[src/logic/ssp_unused_placeholder_removed.sv]
`default_nettype none
`default_nettype wire

[src/include/ssp_pkg.sv]
`default_nettype none
package ssp_pkg;
  localparam int unsigned NPORT = 2;
  localparam int unsigned NSEC = 4;
  localparam int unsigned AW = 6;
  localparam int unsigned DW = 32;
  localparam logic [5:0] OFF_CTRL = 6'h00;
  localparam logic [5:0] OFF_SCLKDIV = 6'h01;
  localparam logic [5:0] OFF_FSDIV = 6'h02;
  localparam logic [5:0] OFF_TXD = 6'h03;
  localparam logic [5:0] OFF_RXD = 6'h04;
  localparam logic [5:0] OFF_ABUF = 6'h05;
  localparam logic [5:0] PORT_STRIDE = 6'h08;
  localparam logic [5:0] OFF_SYSCTL = 6'h10;
  localparam logic [5:0] OFF_STAT = 6'h11;
  localparam logic [5:0] OFF_MASK = 6'h12;
  localparam logic [5:0] OFF_MCH_RX = 6'h13;
  localparam logic [5:0] OFF_MCH_TX = 6'h14;
  localparam logic [5:0] OFF_FLAG = 6'h15;
  localparam logic [31:0] CTRL_RST = 32'h00000000;
  localparam logic [15:0] SCLKDIV_RST = 16'h0003;
  localparam logic [15:0] FSDIV_RST = 16'h001F;
  localparam logic [15:0] ABUF_RST = 16'h0000;
  localparam logic [31:0] MCH_RST = 32'h00000000;
  localparam logic [1:0] CMP_MU = 2'h2;
  localparam logic [1:0] CMP_A = 2'h3;
  localparam logic [3:0] SLEN_MIN = 4'h2;
  localparam logic [3:0] SLEN_CMP = 4'h7;
  localparam logic [4:0] MC_LAST_24 = 5'h17;
  localparam logic [4:0] MC_LAST_32 = 5'h1F;
  localparam int unsigned ST_IRQA = 4;
  localparam int unsigned ST_IRQB = 5;
  localparam int unsigned ST_W = 6;
  localparam logic [ST_W-1:0] STAT_RST = 6'h00;
  localparam logic [ST_W-1:0] MASK_RST = 6'h00;
  localparam int unsigned FLG_OUT = 0;
  localparam int unsigned FLG_IN = 1;
  localparam int unsigned FLG_TXF = 2;
  localparam int unsigned FLG_RXF = 4;

  typedef enum logic {SEC_IDLE, SEC_SHIFT} ssp_sec_state_t;

  // index [0] is the receive section, [1] the transmit section
  typedef struct packed {
    logic [7:0] rsvd;
    logic ab_tx;
    logic ab_rx;
    logic mc32;
    logic mce;
    logic [1:0][1:0] cmp;
    logic [1:0] late;
    logic [1:0] wide;
    logic [1:0] inv;
    logic [1:0] ifs;
    logic [1:0] fen;
    logic iclk;
    logic en;
    logic [3:0] slen;
  } ssp_ctrl_t;

  typedef struct packed {
    logic wr;
    logic rd;
    logic [AW-1:0] addr;
    logic [DW-1:0] wdata;
  } ssp_bus_req_t;

  typedef struct packed {
    logic sclk;
    logic rfs;
    logic tfs;
    logic dr;
  } ssp_pin_in_t;

  typedef struct packed {
    logic sclk;
    logic sclk_oe_n;
    logic rfs;
    logic rfs_oe_n;
    logic tfs;
    logic tfs_oe_n;
    logic dt;
    logic dt_oe_n;
  } ssp_pin_out_t;
endpackage
`default_nettype wire

[src/logic/ssp_sync.sv]
`default_nettype none
module ssp_sync #(
  parameter int unsigned W = 8
) (
  input wire logic sys_clk,
  input wire logic srst,
  input wire logic [W-1:0] d,
  output logic [W-1:0] q
);
  logic [W-1:0] meta_q;

  always_ff @(posedge sys_clk) begin
    if (srst) begin
      meta_q <= '0;
      q <= '0;
    end else begin
      meta_q <= d;
      q <= meta_q;
    end
  end
endmodule
`default_nettype wire

[src/logic/ssp_port_pair.sv]
`default_nettype none
// Contract
// separate double-buffered receive and transmit sections
// serial clock internal divider or external
// receive and transmit framing configured independently
// frameless, internal or external frame sync
// frame sync polarity selectable
// two frame widths and two timings
// word length from 3 to 16 bits
// optional A-law or mu-law companding
// distinct interrupt per section per word
// autobuffer moves circular buffer, one cycle/word
// autobuffer interrupts after whole buffer
// first port multichannel 24 or 32 slots
// second port pins become two interrupts
// second port data pins become flags
// internal clock output kept in flag mode
// pin function changeable any time
// serial traffic never stalls the core
// system control bit selects second port mode
// external clock and frame synchronised first
module ssp_port_pair
  import ssp_pkg::*;
#(
  parameter int unsigned DIV_W = 16
) (
  input wire logic sys_clk,
  input wire logic srst,
  input wire ssp_bus_req_t bus_req,
  output logic [DW-1:0] rd_data_q,
  input wire ssp_pin_in_t [NPORT-1:0] pin_in,
  output ssp_pin_out_t [NPORT-1:0] pin_out_q,
  output logic irq_q,
  output logic [NSEC-1:0] abuf_req_q
);
  if (DIV_W < 2 || DIV_W > 16) begin : g_chk
    $error("DIV_W must lie between 2 and 16");
  end

  function automatic logic hit(input logic [AW-1:0] a, input int unsigned p,
                               input logic [AW-1:0] off);
    return a == AW'(p * 32'(PORT_STRIDE) + 32'(off));
  endfunction

  function automatic logic [15:0] wmask(input logic [3:0] n);
    return 16'((32'h2 << n) - 32'h1);
  endfunction

  function automatic logic is_cmp(input logic [1:0] c);
    return c == CMP_MU || c == CMP_A;
  endfunction

  function automatic logic [3:0] eff_len(input ssp_ctrl_t c, input int unsigned d);
    if (is_cmp(c.cmp[d])) begin
      return SLEN_CMP;
    end
    return (c.slen < SLEN_MIN) ? SLEN_MIN : c.slen;
  endfunction

  // linear 16-bit to 8-bit code
  function automatic logic [7:0] enc(input logic [15:0] x, input logic alaw);
    logic s;
    logic [13:0] m;
    logic [11:0] a;
    logic [2:0] seg;
    logic [3:0] man;
    s = x[15];
    m = s ? ~x[15:2] : x[15:2];
    a = m[12:1];
    seg = 3'h0;
    if (alaw) begin
      for (int i = 0; i < 7; i++) begin
        if (a[i + 5]) seg = 3'(i + 1);
      end
      man = 4'(a >> ((seg == 3'h0) ? 3'h1 : seg));
      return {!s, seg, man} ^ 8'h55;
    end
    if (m > 14'h1FDE) m = 14'h1FDE;
    m = m + 14'h0021;
    for (int i = 0; i < 8; i++) begin
      if (m[i + 5]) seg = 3'(i);
    end
    man = 4'(m >> (4'(seg) + 4'h1));
    return ~{s, seg, man};
  endfunction

  // 8-bit code to linear 16-bit
  function automatic logic [15:0] dec(input logic [7:0] c, input logic alaw);
    logic [7:0] u;
    logic [15:0] t;
    logic neg;
    if (alaw) begin
      u = c ^ 8'h55;
      neg = !u[7];
      t = {8'h00, u[3:0], 4'h8};
      if (u[6:4] != 3'h0) t = (t + 16'h0100) << (u[6:4] - 3'h1);
    end else begin
      u = ~c;
      neg = u[7];
      t = ({9'h000, u[3:0], 3'h0} + 16'h0084) << u[6:4];
      t = t - 16'h0084;
    end
    return neg ? (16'h0000 - t) : t;
  endfunction

  ssp_ctrl_t ctrl_q [NPORT];
  logic [DIV_W-1:0] sclkdiv_q [NPORT];
  logic [15:0] fsdiv_q [NPORT];
  logic [15:0] abuf_q [NPORT];
  logic alt_q;
  logic flag_out_q;
  logic [ST_W-1:0] stat_q;
  logic [ST_W-1:0] mask_q;
  logic [31:0] mch_rx_q;
  logic [31:0] mch_tx_q;
  logic [1:0] ext_prev_q;
  logic [1:0] ext_ev_q;
  logic [DW-1:0] rd_mux;
  logic [4*NPORT-1:0] pin_raw;
  logic [4*NPORT-1:0] pin_sy;
  ssp_pin_in_t sy [NPORT];
  logic [NPORT-1:0] rise;
  logic [NPORT-1:0] fall;
  logic [NPORT-1:0] frame_due;
  logic [NPORT-1:0] rx_start;
  logic [NSEC-1:0] sec_ev;
  logic [NSEC-1:0] sec_full;
  logic [NSEC-1:0] fs_gen;
  logic [NSEC-1:0] dt_bit;
  logic [NSEC-1:0] dt_drv;
  logic [15:0] hold [NSEC];

  ssp_sync #(
    .W(4 * NPORT)
  ) u_sync (
    .sys_clk(sys_clk),
    .srst(srst),
    .d(pin_raw),
    .q(pin_sy)
  );

  // register writes take effect at once, whatever the port is doing
  always_ff @(posedge sys_clk) begin
    if (srst) begin
      for (int p = 0; p < NPORT; p++) begin
        ctrl_q[p] <= ssp_ctrl_t'(CTRL_RST);
        sclkdiv_q[p] <= DIV_W'(SCLKDIV_RST);
        fsdiv_q[p] <= FSDIV_RST;
        abuf_q[p] <= ABUF_RST;
      end
      alt_q <= 1'b0;
      flag_out_q <= 1'b0;
      mask_q <= MASK_RST;
      mch_rx_q <= MCH_RST;
      mch_tx_q <= MCH_RST;
    end else if (bus_req.wr) begin
      for (int p = 0; p < NPORT; p++) begin
        if (hit(bus_req.addr, p, OFF_CTRL)) begin
          ctrl_q[p] <= ssp_ctrl_t'(bus_req.wdata);
        end else if (hit(bus_req.addr, p, OFF_SCLKDIV)) begin
          sclkdiv_q[p] <= bus_req.wdata[DIV_W-1:0];
        end else if (hit(bus_req.addr, p, OFF_FSDIV)) begin
          fsdiv_q[p] <= bus_req.wdata[15:0];
        end else if (hit(bus_req.addr, p, OFF_ABUF)) begin
          abuf_q[p] <= bus_req.wdata[15:0];
        end
      end
      if (bus_req.addr == OFF_SYSCTL) begin
        alt_q <= bus_req.wdata[0];
      end else if (bus_req.addr == OFF_MASK) begin
        mask_q <= bus_req.wdata[ST_W-1:0];
      end else if (bus_req.addr == OFF_MCH_RX) begin
        mch_rx_q <= bus_req.wdata;
      end else if (bus_req.addr == OFF_MCH_TX) begin
        mch_tx_q <= bus_req.wdata;
      end else if (bus_req.addr == OFF_FLAG) begin
        flag_out_q <= bus_req.wdata[FLG_OUT];
      end
    end
  end

  // sticky status, write one to clear, a new event wins
  always_ff @(posedge sys_clk) begin
    if (srst) begin
      stat_q <= STAT_RST;
      irq_q <= 1'b0;
    end else begin
      if (bus_req.wr && bus_req.addr == OFF_STAT) begin
        stat_q <= (stat_q & ~bus_req.wdata[ST_W-1:0]) | {ext_ev_q, sec_ev};
      end else begin
        stat_q <= stat_q | {ext_ev_q, sec_ev};
      end
      irq_q <= |(stat_q & mask_q);
    end
  end

  // falling edges on the second port's frame pins become interrupts
  always_ff @(posedge sys_clk) begin
    if (srst) begin
      ext_prev_q <= 2'h3;
      ext_ev_q <= 2'h0;
    end else begin
      ext_prev_q <= {sy[1].tfs, sy[1].rfs};
      ext_ev_q <= {2{alt_q}} & ext_prev_q & ~{sy[1].tfs, sy[1].rfs};
    end
  end

  always_comb begin
    rd_mux = '0;
    for (int p = 0; p < NPORT; p++) begin
      if (hit(bus_req.addr, p, OFF_CTRL)) begin
        rd_mux = ctrl_q[p];
      end else if (hit(bus_req.addr, p, OFF_SCLKDIV)) begin
        rd_mux = 32'(sclkdiv_q[p]);
      end else if (hit(bus_req.addr, p, OFF_FSDIV)) begin
        rd_mux = 32'(fsdiv_q[p]);
      end else if (hit(bus_req.addr, p, OFF_TXD)) begin
        rd_mux = 32'(hold[2 * p + 1]);
      end else if (hit(bus_req.addr, p, OFF_RXD)) begin
        rd_mux = 32'(hold[2 * p]);
      end else if (hit(bus_req.addr, p, OFF_ABUF)) begin
        rd_mux = 32'(abuf_q[p]);
      end
    end
    if (bus_req.addr == OFF_SYSCTL) begin
      rd_mux = 32'(alt_q);
    end else if (bus_req.addr == OFF_STAT) begin
      rd_mux = 32'(stat_q);
    end else if (bus_req.addr == OFF_MASK) begin
      rd_mux = 32'(mask_q);
    end else if (bus_req.addr == OFF_MCH_RX) begin
      rd_mux = mch_rx_q;
    end else if (bus_req.addr == OFF_MCH_TX) begin
      rd_mux = mch_tx_q;
    end else if (bus_req.addr == OFF_FLAG) begin
      rd_mux[FLG_OUT] = flag_out_q;
      rd_mux[FLG_IN] = sy[1].dr;
      rd_mux[FLG_TXF +: 2] = {sec_full[3], sec_full[1]};
      rd_mux[FLG_RXF +: 2] = {sec_full[2], sec_full[0]};
    end
  end

  // answer always one cycle later, the core never waits
  always_ff @(posedge sys_clk) begin
    if (srst) begin
      rd_data_q <= '0;
    end else begin
      rd_data_q <= bus_req.rd ? rd_mux : '0;
    end
  end

  for (genvar p = 0; p < NPORT; p++) begin : g_port
    logic [DIV_W-1:0] div_q;
    logic sclk_int_q;
    logic sclk_prev_q;
    logic [15:0] fcnt_q;
    logic due_q;
    logic tog;
    ssp_pin_out_t po_q;

    assign pin_raw[4 * p +: 4] = pin_in[p];
    assign sy[p] = pin_sy[4 * p +: 4];
    assign tog = ctrl_q[p].iclk && div_q == sclkdiv_q[p];
    assign rise[p] = ctrl_q[p].iclk ? (tog && !sclk_int_q) : (sy[p].sclk && !sclk_prev_q);
    assign fall[p] = ctrl_q[p].iclk ? (tog && sclk_int_q) : (!sy[p].sclk && sclk_prev_q);
    assign frame_due[p] = due_q;
    assign pin_out_q[p] = po_q;

    always_ff @(posedge sys_clk) begin
      if (srst) begin
        div_q <= '0;
        sclk_int_q <= 1'b0;
        sclk_prev_q <= 1'b0;
      end else begin
        sclk_prev_q <= sy[p].sclk;
        if (!ctrl_q[p].iclk || tog) begin
          div_q <= '0;
        end else begin
          div_q <= div_q + 1'b1;
        end
        if (tog) begin
          sclk_int_q <= !sclk_int_q;
        end
      end
    end

    // periodic receive frame request for internally generated frames
    always_ff @(posedge sys_clk) begin
      if (srst) begin
        fcnt_q <= '0;
        due_q <= 1'b0;
      end else begin
        if (fall[p] && fcnt_q == fsdiv_q[p]) begin
          fcnt_q <= '0;
          due_q <= 1'b1;
        end else begin
          if (fall[p]) fcnt_q <= fcnt_q + 16'h0001;
          if (rx_start[p]) due_q <= 1'b0;
        end
      end
    end

    always_ff @(posedge sys_clk) begin
      if (srst) begin
        po_q <= '1;
        po_q.sclk <= 1'b0;
        po_q.dt <= 1'b0;
      end else begin
        po_q.sclk <= sclk_int_q;
        po_q.sclk_oe_n <= !ctrl_q[p].iclk;
        po_q.rfs <= fs_gen[2 * p] ^ ctrl_q[p].inv[0];
        po_q.tfs <= fs_gen[2 * p + 1] ^ ctrl_q[p].inv[1];
        if (p == 1 && alt_q) begin
          po_q.rfs_oe_n <= 1'b1;
          po_q.tfs_oe_n <= 1'b1;
          po_q.dt <= flag_out_q;
          po_q.dt_oe_n <= 1'b0;
        end else begin
          po_q.rfs_oe_n <= !(ctrl_q[p].en && ctrl_q[p].fen[0] && ctrl_q[p].ifs[0]);
          po_q.tfs_oe_n <= !(ctrl_q[p].en && ctrl_q[p].fen[1] && ctrl_q[p].ifs[1]);
          po_q.dt <= dt_bit[2 * p + 1];
          po_q.dt_oe_n <= !dt_drv[2 * p + 1];
        end
      end
    end

    // d = 0 receive, d = 1 transmit; each section has its own shifter
    for (genvar d = 0; d < 2; d++) begin : g_sec
      localparam int unsigned S = 2 * p + d;
      ssp_sec_state_t st_q;
      logic [15:0] sh_q;
      logic [3:0] cnt_q;
      logic [4:0] slot_q;
      logic [7:0] ab_q;
      logic fs_q;
      logic full_q;
      logic [15:0] hold_q;
      logic ev_q;
      logic xfer_q;
      logic dt_q;
      logic drv_q;
      ssp_ctrl_t c;
      logic en;
      logic [3:0] n;
      logic mc;
      logic [31:0] mcm;
      logic fsb;
      logic start;
      logic wend;
      logic more;
      logic mc_more;
      logic [4:0] nxt_slot;
      logic load;
      logic [15:0] shifted;
      logic [15:0] tx_word;

      assign c = ctrl_q[p];
      assign en = c.en && !(p == 1 && alt_q);
      assign n = eff_len(c, d);
      assign mc = (p == 0) && c.mce;
      assign mcm = (d == 1) ? mch_tx_q : mch_rx_q;
      assign fsb = c.ifs[d] ? fs_q : ((d == 1 ? sy[p].tfs : sy[p].rfs) ^ c.inv[d]);
      assign start = fall[p] && st_q == SEC_IDLE && en &&
                     (c.fen[d] ? fsb : (d == 0 || full_q));
      assign wend = fall[p] && st_q == SEC_SHIFT && cnt_q == n;
      assign mc_more = mc && slot_q != (c.mc32 ? MC_LAST_32 : MC_LAST_24);
      assign more = en && (!c.fen[d] || mc_more || (fsb && !c.late[d])) &&
                    (d == 0 || full_q || mc);
      assign nxt_slot = (start || !mc_more) ? 5'h00 : slot_q + 5'h01;
      assign load = d == 1 && full_q && (start || (wend && more)) && (!mc || mcm[nxt_slot]);
      assign shifted = {sh_q[14:0], sy[p].dr};
      assign tx_word = is_cmp(c.cmp[d]) ? {8'h00, enc(hold_q, c.cmp[d][0])} : hold_q;
      assign sec_ev[S] = ev_q;
      assign sec_full[S] = full_q;
      assign fs_gen[S] = fs_q;
      assign dt_bit[S] = dt_q;
      assign dt_drv[S] = drv_q;
      assign hold[S] = hold_q;
      assign abuf_req_q[S] = xfer_q;
      if (d == 0) begin : g_rxs
        assign rx_start[p] = start;
      end

      always_ff @(posedge sys_clk) begin
        if (srst) begin
          st_q <= SEC_IDLE;
          sh_q <= '0;
          cnt_q <= '0;
          slot_q <= '0;
        end else if (start) begin
          st_q <= SEC_SHIFT;
          slot_q <= 5'h00;
          if (c.late[d]) begin
            sh_q <= {(load ? tx_word[14:0] : 15'h0000), sy[p].dr};
            cnt_q <= 4'h1;
          end else begin
            sh_q <= load ? tx_word : 16'h0000;
            cnt_q <= 4'h0;
          end
        end else if (wend) begin
          if (more) begin
            sh_q <= load ? tx_word : 16'h0000;
            cnt_q <= 4'h0;
            slot_q <= nxt_slot;
          end else begin
            st_q <= SEC_IDLE;
          end
        end else if (fall[p] && st_q == SEC_SHIFT) begin
          sh_q <= shifted;
          cnt_q <= cnt_q + 4'h1;
        end else if (!en) begin
          st_q <= SEC_IDLE;
        end
      end

      // holding register: transmit buffer or received word
      always_ff @(posedge sys_clk) begin
        if (srst) begin
          hold_q <= '0;
          full_q <= 1'b0;
        end else if (d == 1) begin
          if (bus_req.wr && hit(bus_req.addr, p, OFF_TXD)) begin
            hold_q <= bus_req.wdata[15:0];
            full_q <= 1'b1;
          end else if (load) begin
            full_q <= 1'b0;
          end
        end else begin
          if (wend && (!mc || mcm[slot_q])) begin
            hold_q <= is_cmp(c.cmp[d]) ? dec(shifted[7:0], c.cmp[d][0]) :
                      (shifted & wmask(n));
            full_q <= 1'b1;
          end else if (bus_req.rd && hit(bus_req.addr, p, OFF_RXD)) begin
            full_q <= 1'b0;
          end
        end
      end

      // word and buffer completion events
      always_ff @(posedge sys_clk) begin
        if (srst) begin
          ab_q <= '0;
          ev_q <= 1'b0;
          xfer_q <= 1'b0;
        end else begin
          ev_q <= 1'b0;
          xfer_q <= 1'b0;
          if (wend && (!mc || mcm[slot_q])) begin
            if (d == 1 ? c.ab_tx : c.ab_rx) begin
              xfer_q <= 1'b1;
              if (ab_q == abuf_q[p][8 * d +: 8]) begin
                ab_q <= 8'h00;
                ev_q <= 1'b1;
              end else begin
                ab_q <= ab_q + 8'h01;
              end
            end else begin
              ev_q <= 1'b1;
            end
          end
        end
      end

      // frame sync generation and data drive on rising serial clock edges
      always_ff @(posedge sys_clk) begin
        if (srst) begin
          fs_q <= 1'b0;
          dt_q <= 1'b0;
          drv_q <= 1'b0;
        end else if (rise[p]) begin
          if (st_q == SEC_IDLE) begin
            fs_q <= en && (d == 1 ? full_q : frame_due[p]);
          end else if (!c.wide[d]) begin
            fs_q <= 1'b0;
          end
          dt_q <= (st_q == SEC_SHIFT) ? sh_q[n] : tx_word[n];
          drv_q <= en && (!mc || mcm[slot_q]) && (st_q == SEC_SHIFT || c.late[d]);
        end
      end
    end
  end
endmodule
`default_nettype wire

[config.mk]
export PLATFORM = sky130hd
export DESIGN_NAME = ssp_port_pair
export DESIGN_NICKNAME = d
export VERILOG_FILES = /design/src/logic/ssp_unused_placeholder_removed.sv /design/src/include/ssp_pkg.sv /design/src/logic/ssp_sync.sv /design/src/logic/ssp_port_pair.sv
export SDC_FILE = /design/constraint.sdc
export NUM_CORES = 2
export LEC_CHECK = 0
export ABC_AREA = 1
export BUFFER_PORTS_ARGS = -buffer_cell sky130_fd_sc_hd__buf_2
export CORE_UTILIZATION = 58
export DETAILED_ROUTE_END_ITERATION = 8
export GPL_TIMING_DRIVEN = 1
export MAX_ROUTING_LAYER = met4
export PLACE_DENSITY = 0.75
export REMOVE_ABC_BUFFERS = 1
export SYNTH_ARGS = -nofsm -noshare
export SYNTH_HDL_FRONTEND = slang
export SYNTH_SLANG_ARGS = --single-unit
[constraint.sdc]
create_clock -name sys_clk -period 6 [get_ports sys_clk]
set_clock_uncertainty 0.1 [all_clocks]
set_input_delay 0.3 -clock sys_clk [delete_from_list [all_inputs] [get_ports sys_clk]]
set_output_delay 0.3 -clock sys_clk [all_outputs]
set_load 0.01 [all_outputs]
Yosys cells after proc, flatten, opt, wreduce, memory -nomap -nowiden
Memories as Yosys holds them, arrays and structs flattened.
Cells that the tools add are included.
{ "totals": {"ff_bits": 425, "ramBits": 160, "word_cells": 708, "mem_count": 4} }
{ "op_classes": {"add_sub_neg": 30, "n_lt_le_gt_ge": 9, "n_eq_ne": 59, "n_shift": 10, "mux": 288, "bitwise_logic": 49, "n_reduce_logical": 177} }
{ "memory_table": {"columns": ["name", "depth", "width", "read_ports", "rd_ports_with_merged_regs", "write_ports", "line_no", "text"], "rows": [
  ["ctrl_q", 2, 32, 2, 0, 2, "ssp_port_pair.sv:106", "ssp_ctrl_t ctrl_q [NPORT];"],
  ["abuf_q", 2, 16, 2, 0, 2, "ssp_port_pair.sv:109", "logic [15:0] abuf_q [NPORT];"],
  ["fsdiv_q", 2, 16, 2, 0, 2, "ssp_port_pair.sv:108", "logic [15:0] fsdiv_q [NPORT];"],
  ["sclkdiv_q", 2, 16, 2, 0, 2, "ssp_port_pair.sv:107", "logic [DIV_W-1:0] sclkdiv_q [NPORT];"]
]} }
{ "op_table": {"columns": ["op", "n"], "rows": [
  ["16-bit two-way mux", 37],
  ["32-bit two-way mux", 10],
  ["15-bit two-way mux", 10],
  ["1-bit two-way mux", 138],
  ["3-bit two-way mux", 36],
  ["4-bit two-way mux", 27],
  ["14-bit two-way mux", 6],
  ["1-bit logical AND", 72],
  ["16-bit by 1-bit adder with 16-bit output (second input constant)", 4],
  ["16-bit equality test", 4],
  ["8-bit two-way mux", 8],
  ["6-bit by 4-bit equality test with 1-bit output (second input constant)", 6],
  ["6-bit by 5-bit equality test with 1-bit output (second input constant)", 6],
  ["8-bit by 1-bit adder with 8-bit output (second input constant)", 4],
  ["16-bit AND", 2],
  ["8-bit equality test", 4],
  ["8-bit NOT", 4],
  ["10-bit by 3-bit left shift with 16-bit output", 2],
  ["2-bit by 4-bit left shift with 16-bit output (first input constant)", 2],
  ["9-bit by 3-bit left shift with 16-bit output", 2],
  ["1-bit by 16-bit subtractor with 16-bit output (first input constant)", 2],
  ["16-bit by 1-bit subtractor with 16-bit output (second input constant)", 2],
  ["16-bit by 8-bit subtractor with 16-bit output (second input constant)", 2],
  ["1-bit logical NOT", 30],
  ["53 further kinds", 202]
]} }

Logic depth before layout (Yosys ltp)
{ "depth": {"word_depth": 29, "ltp_mapped": 33, "ltp_nobuf": 31} }

Modules after synthesis
A second synthesis with hierarchy kept.
{ "unflattened": {"cells_unflattened": 4429, "hier_area_um2": 32240.9} }
{ "modules_own_cells": {"columns": ["module", "instances", "cells_per_inst", "area_per_inst_um2", "seq_area_each_um2"], "rows": [
  ["ssp_port_pair", 1, 4379, 31766.7, 12992.5],
  ["ssp_sync", 1, 50, 474.2, 320.3]
]} }

Worst setup path before layout
OpenSTA, ideal clock, no wires.
{ "synth_timing": {"path_type": "input to register", "from": "in bus_req[36] (netlist name)", "to": "mem ctrl_q[0][0] (netlist name), enable pin", "arrival_ns": 4.067, "required_ns": 5.434, "setup_slack_ns": 1.367, "cell_stages": 6, "path_buffers": 1, "cell_sequence": "nor2_1 clkinv_1 nor2_1 clkinv_1 clkbuf_1 o21ai_0"} }
{ "synth_lines": {"columns": ["element", "line_no", "text"], "rows": [
  ["start, declared", "ssp_port_pair.sv:29", "input wire ssp_bus_req_t bus_req,"],
  ["end, declared", "ssp_port_pair.sv:106", null]
]} }

==> results.cfg <==
[floorplan]
dieWidth_um = 237
die-height_um = 237
die_area_mm2 = 0.0564
row_count = 85
core_area_mm2 = 0.0542
start_util = 0.593
io_pins = 103

[placement]
dp_hpwl_um = 86600
gp_congestion = 1.07
post-place-ws_ns = 1.03
port_buffers = 102
dp.cells = 5100

[yosys]
synth.avg_cell_area_um2 = 7.25
synth_edf_count = 160
synth_top_area_share = 0.265
yosysSeqAreaShare = 0.414
synth_cell_types = 74
ys_ff_latch = 585
ys.warnings.count = 0
synth.area.top_cells = dfxtp_1, edfxtp_1, nand2_1
synth_commonest_cells = nand2_1, inv_1, nor2_1
synthMostInstantiatedCell = nand2_1
synth_area_mm2 = 0.0321
synth_ff_type = dfxtp_1
synthCells = 4433
synth_top_area_cell = dfxtp_1
synthArstFlopShare = 0

[global_routing]
antenna_found_initial = 4
grt_usage = 0.421
grt_pass1_wl_um = 175000
globalRouteOverflowTotal = 0
grt_max_degree = 99
grt_pass1_vias = 29045

[sta]
grt_setup_unrepaired = no
setup_viol = 0
worst_slack_ns = 1.16
fmax_mhz = 207
fin_crit_sh = 0.806
slew_violations = 0
worst_pin_slew_ns = 1.14
period_needed_ns = 4.84
finalHoldViolations = 0
fin_tns_setup_ns = 0
slew_headroom = 0.233

[drt]
drtIter0Drc = 4683
detail_route.wl_per_cell_um = 22.2
drc = 0
firstDrtPassIters = 6
routed-via-count = 32544
via_per_inst = 6.18
wl_um = 117000
ant_nets = 0

[pwr]
p_switching_uw = 2310
clkPwrFrac = 0.464
power_leakage_uw = 0.0142
switching_share = 0.253
power_frac_seq = 0.464
vdd_drop_max_mv = 0.248
combPwrFrac = 0.072
p_int_uw = 6830
power_density_mw_per_mm2 = 255

[status]
outcome = finished, final reports clean

[clock_tree]
cts_buffers = 66
clk_path_buf_depth = 3
cts_root_buf = clkbuf_16
clkSlewWorstSetupHoldPaths_ns = 0.06
post_cts_buffers = 0
clkSinkCount = 585
tritoncts = yes
clock_latency_ns = 0.62
h-tree-depth = 3

[setup_path]
crit_family = simple AND/OR/NAND/NOR gates
crit_arrival_ns = 5.28
slowest_delay_ns = 0.74
worstPathCellList = buf_4 -> nor2_1 -> a21oi_1 -> nor2_1 -> xor2_1 -> nand3b_1 -> o21ai_0 -> nand2_1 -> inv_1 -> nor2_1 -> inv_1 -> nor2_1 -> buf_4 -> inv_1 -> a21oi_1 -> nand3_1 -> nand3_1 -> inv_1 -> a21oi_1
critical_path_class = flop to flop
crit_path_top_delay_cell = a21oi_1
critPathLaunchType = flop
required_ns = 6.44
cp-end-kind = flop
critPathBufInv = 6
crit_fanout = 24

[final_layout]
fin_nets = 4596
layout-drive-gt1-share = 0.0764
fill_cells = 4859
area_delta_synth_final_pct = 11.6
final_cells = 5268

[run]
cap_violations = 0

[worst_hold_path]
min_path_type = primary input to flop
[worst paths after layout]
check	slack, ns	startpoint	depth (start not counted)	end
worst min register to register	0.30	u_sync.meta_q[7]$_SDFF_PP0_	2	u_sync.q[7]$_SDFF_PP0_
worst min-delay path	0.04	srst	2	u_sync.q[4]$_SDFF_PP0_
worst max-delay path	1.16	ctrl_q[0][34]$_DFFE_PP_	19	g_port[1].g_sec[1].sh_q[2]$_SDFFE_PP0P_
worst max register to register	1.16	ctrl_q[0][34]$_DFFE_PP_	19	g_port[1].g_sec[1].sh_q[2]$_SDFFE_PP0P_
[per-stage QoR]
stage / util / hold WS (ns) / area, µm² / total power [µW]
floorplan: - / 0.267 / 31400 / 4650
global placement: 0.611 / 0.288 / 33200 / 4920
detailed placement: 0.611 / 0.294 / 33200 / 4930
CTS: 0.661 / 0.0240 / 35900 / 9120
global route: 0.661 / 0.0378 / 35900 / 9360
finish: 0.661 / 0.0432 / 35900 / 9150
[per-layer routing]
metal  part of all wire  GRT usage
met5                  0          -
met4              0.051      0.184
met3               0.11     0.0828
met2               0.44      0.630
met1               0.40      0.554
[repair_timing]
item | in CTS | in global routing
hold buffers | 43 | 0
endpoints found under the setup margin | 0 | 0
resized for setup | 0 | 0
hold endpoints to repair | 72 | 0
[power by group through the flow]
stage / combinational, µW / sequential [µW] / clock [µW]
2_1_floorplan: 371 / 4280 / 0
3_3_place_gp: 605 / 4320 / 0
3_5_place_dp: 606 / 4320 / 0
4_1_cts: 630 / 4240 / 4250
5_1_grt: 704 / 4240 / 4410
6_report: 655 / 4240 / 4250
[layout by cell type (no fill, tap or decap), types with 26 or more instances in the layout]
cell | synthesis | routed
nor3b_1 | 26 | 26
a221oi_1 | 35 | 35
edfxtp_1 | 160 | 160
ha_1 | 30 | 30
buf_2 | 9 | 101
dlygate4sd3_1 | 0 | 43
nand2_1 | 783 | 783
o21ai_0 | 433 | 426
buf_4 | 11 | 42
nand3_1 | 221 | 221
o22ai_1 | 29 | 29
o211ai_1 | 56 | 56
a211oi_1 | 32 | 32
inv_1 | 548 | 548
nor3_1 | 89 | 88
a31oi_1 | 42 | 42
nand4_1 | 60 | 60
xor2_1 | 60 | 60
dfxtp_1 | 425 | 425
nor2_1 | 495 | 490
a21oi_1 | 400 | 400
xnor2_1 | 55 | 55
clkbuf_16 | 0 | 70
[cell families (layout without fill, tap and decap cells)]
group / Yosys count / in the layout / synth area share
simple gates: 1771 / 1771 / 0.237
xor+xnor: 121 / 121 / 0.0351
other cells: 1 / 6 / 0.000117
buf+inv: 754 / 888 / 0.0908
flops: 585 / 585 / 0.414
fa+ha+maj: 30 / 30 / 0.0117
compound gates: 1171 / 1171 / 0.211
[final cells by class]
class	instances	area, µm²	share of cell area
clock buffers	93	1910	0.0532
repair buffers	186	1250	0.0349
flip-flops and latches	585	13300	0.371
diodes	2	5.00	0.000140
multi-input cells	3097	16000	0.446
well taps	696	871	0.0243
clock inverters	29	355	0.00991
inverters	580	2180	0.0608
[flip-flops by register name, summed over array words and instances (netlist names), 10 cells and up]
signal,cells
ctrl_q,64
pin_out_q,16
rd_data_q,32
g_port.g_sec.sh_q,62
g_port.div_q,32
g_port.g_sec.hold_q,64
abuf_q,32
g_port.fcnt_q,32
g_port.g_sec.cnt_q,16
g_port.g_sec.ab_q,32
fsdiv_q,32
g_port.g_sec.mcm,64
g_port.g_sec.slot_q,10
sclkdiv_q,32
Note: power is estimated with default switching activity, not from simulation.
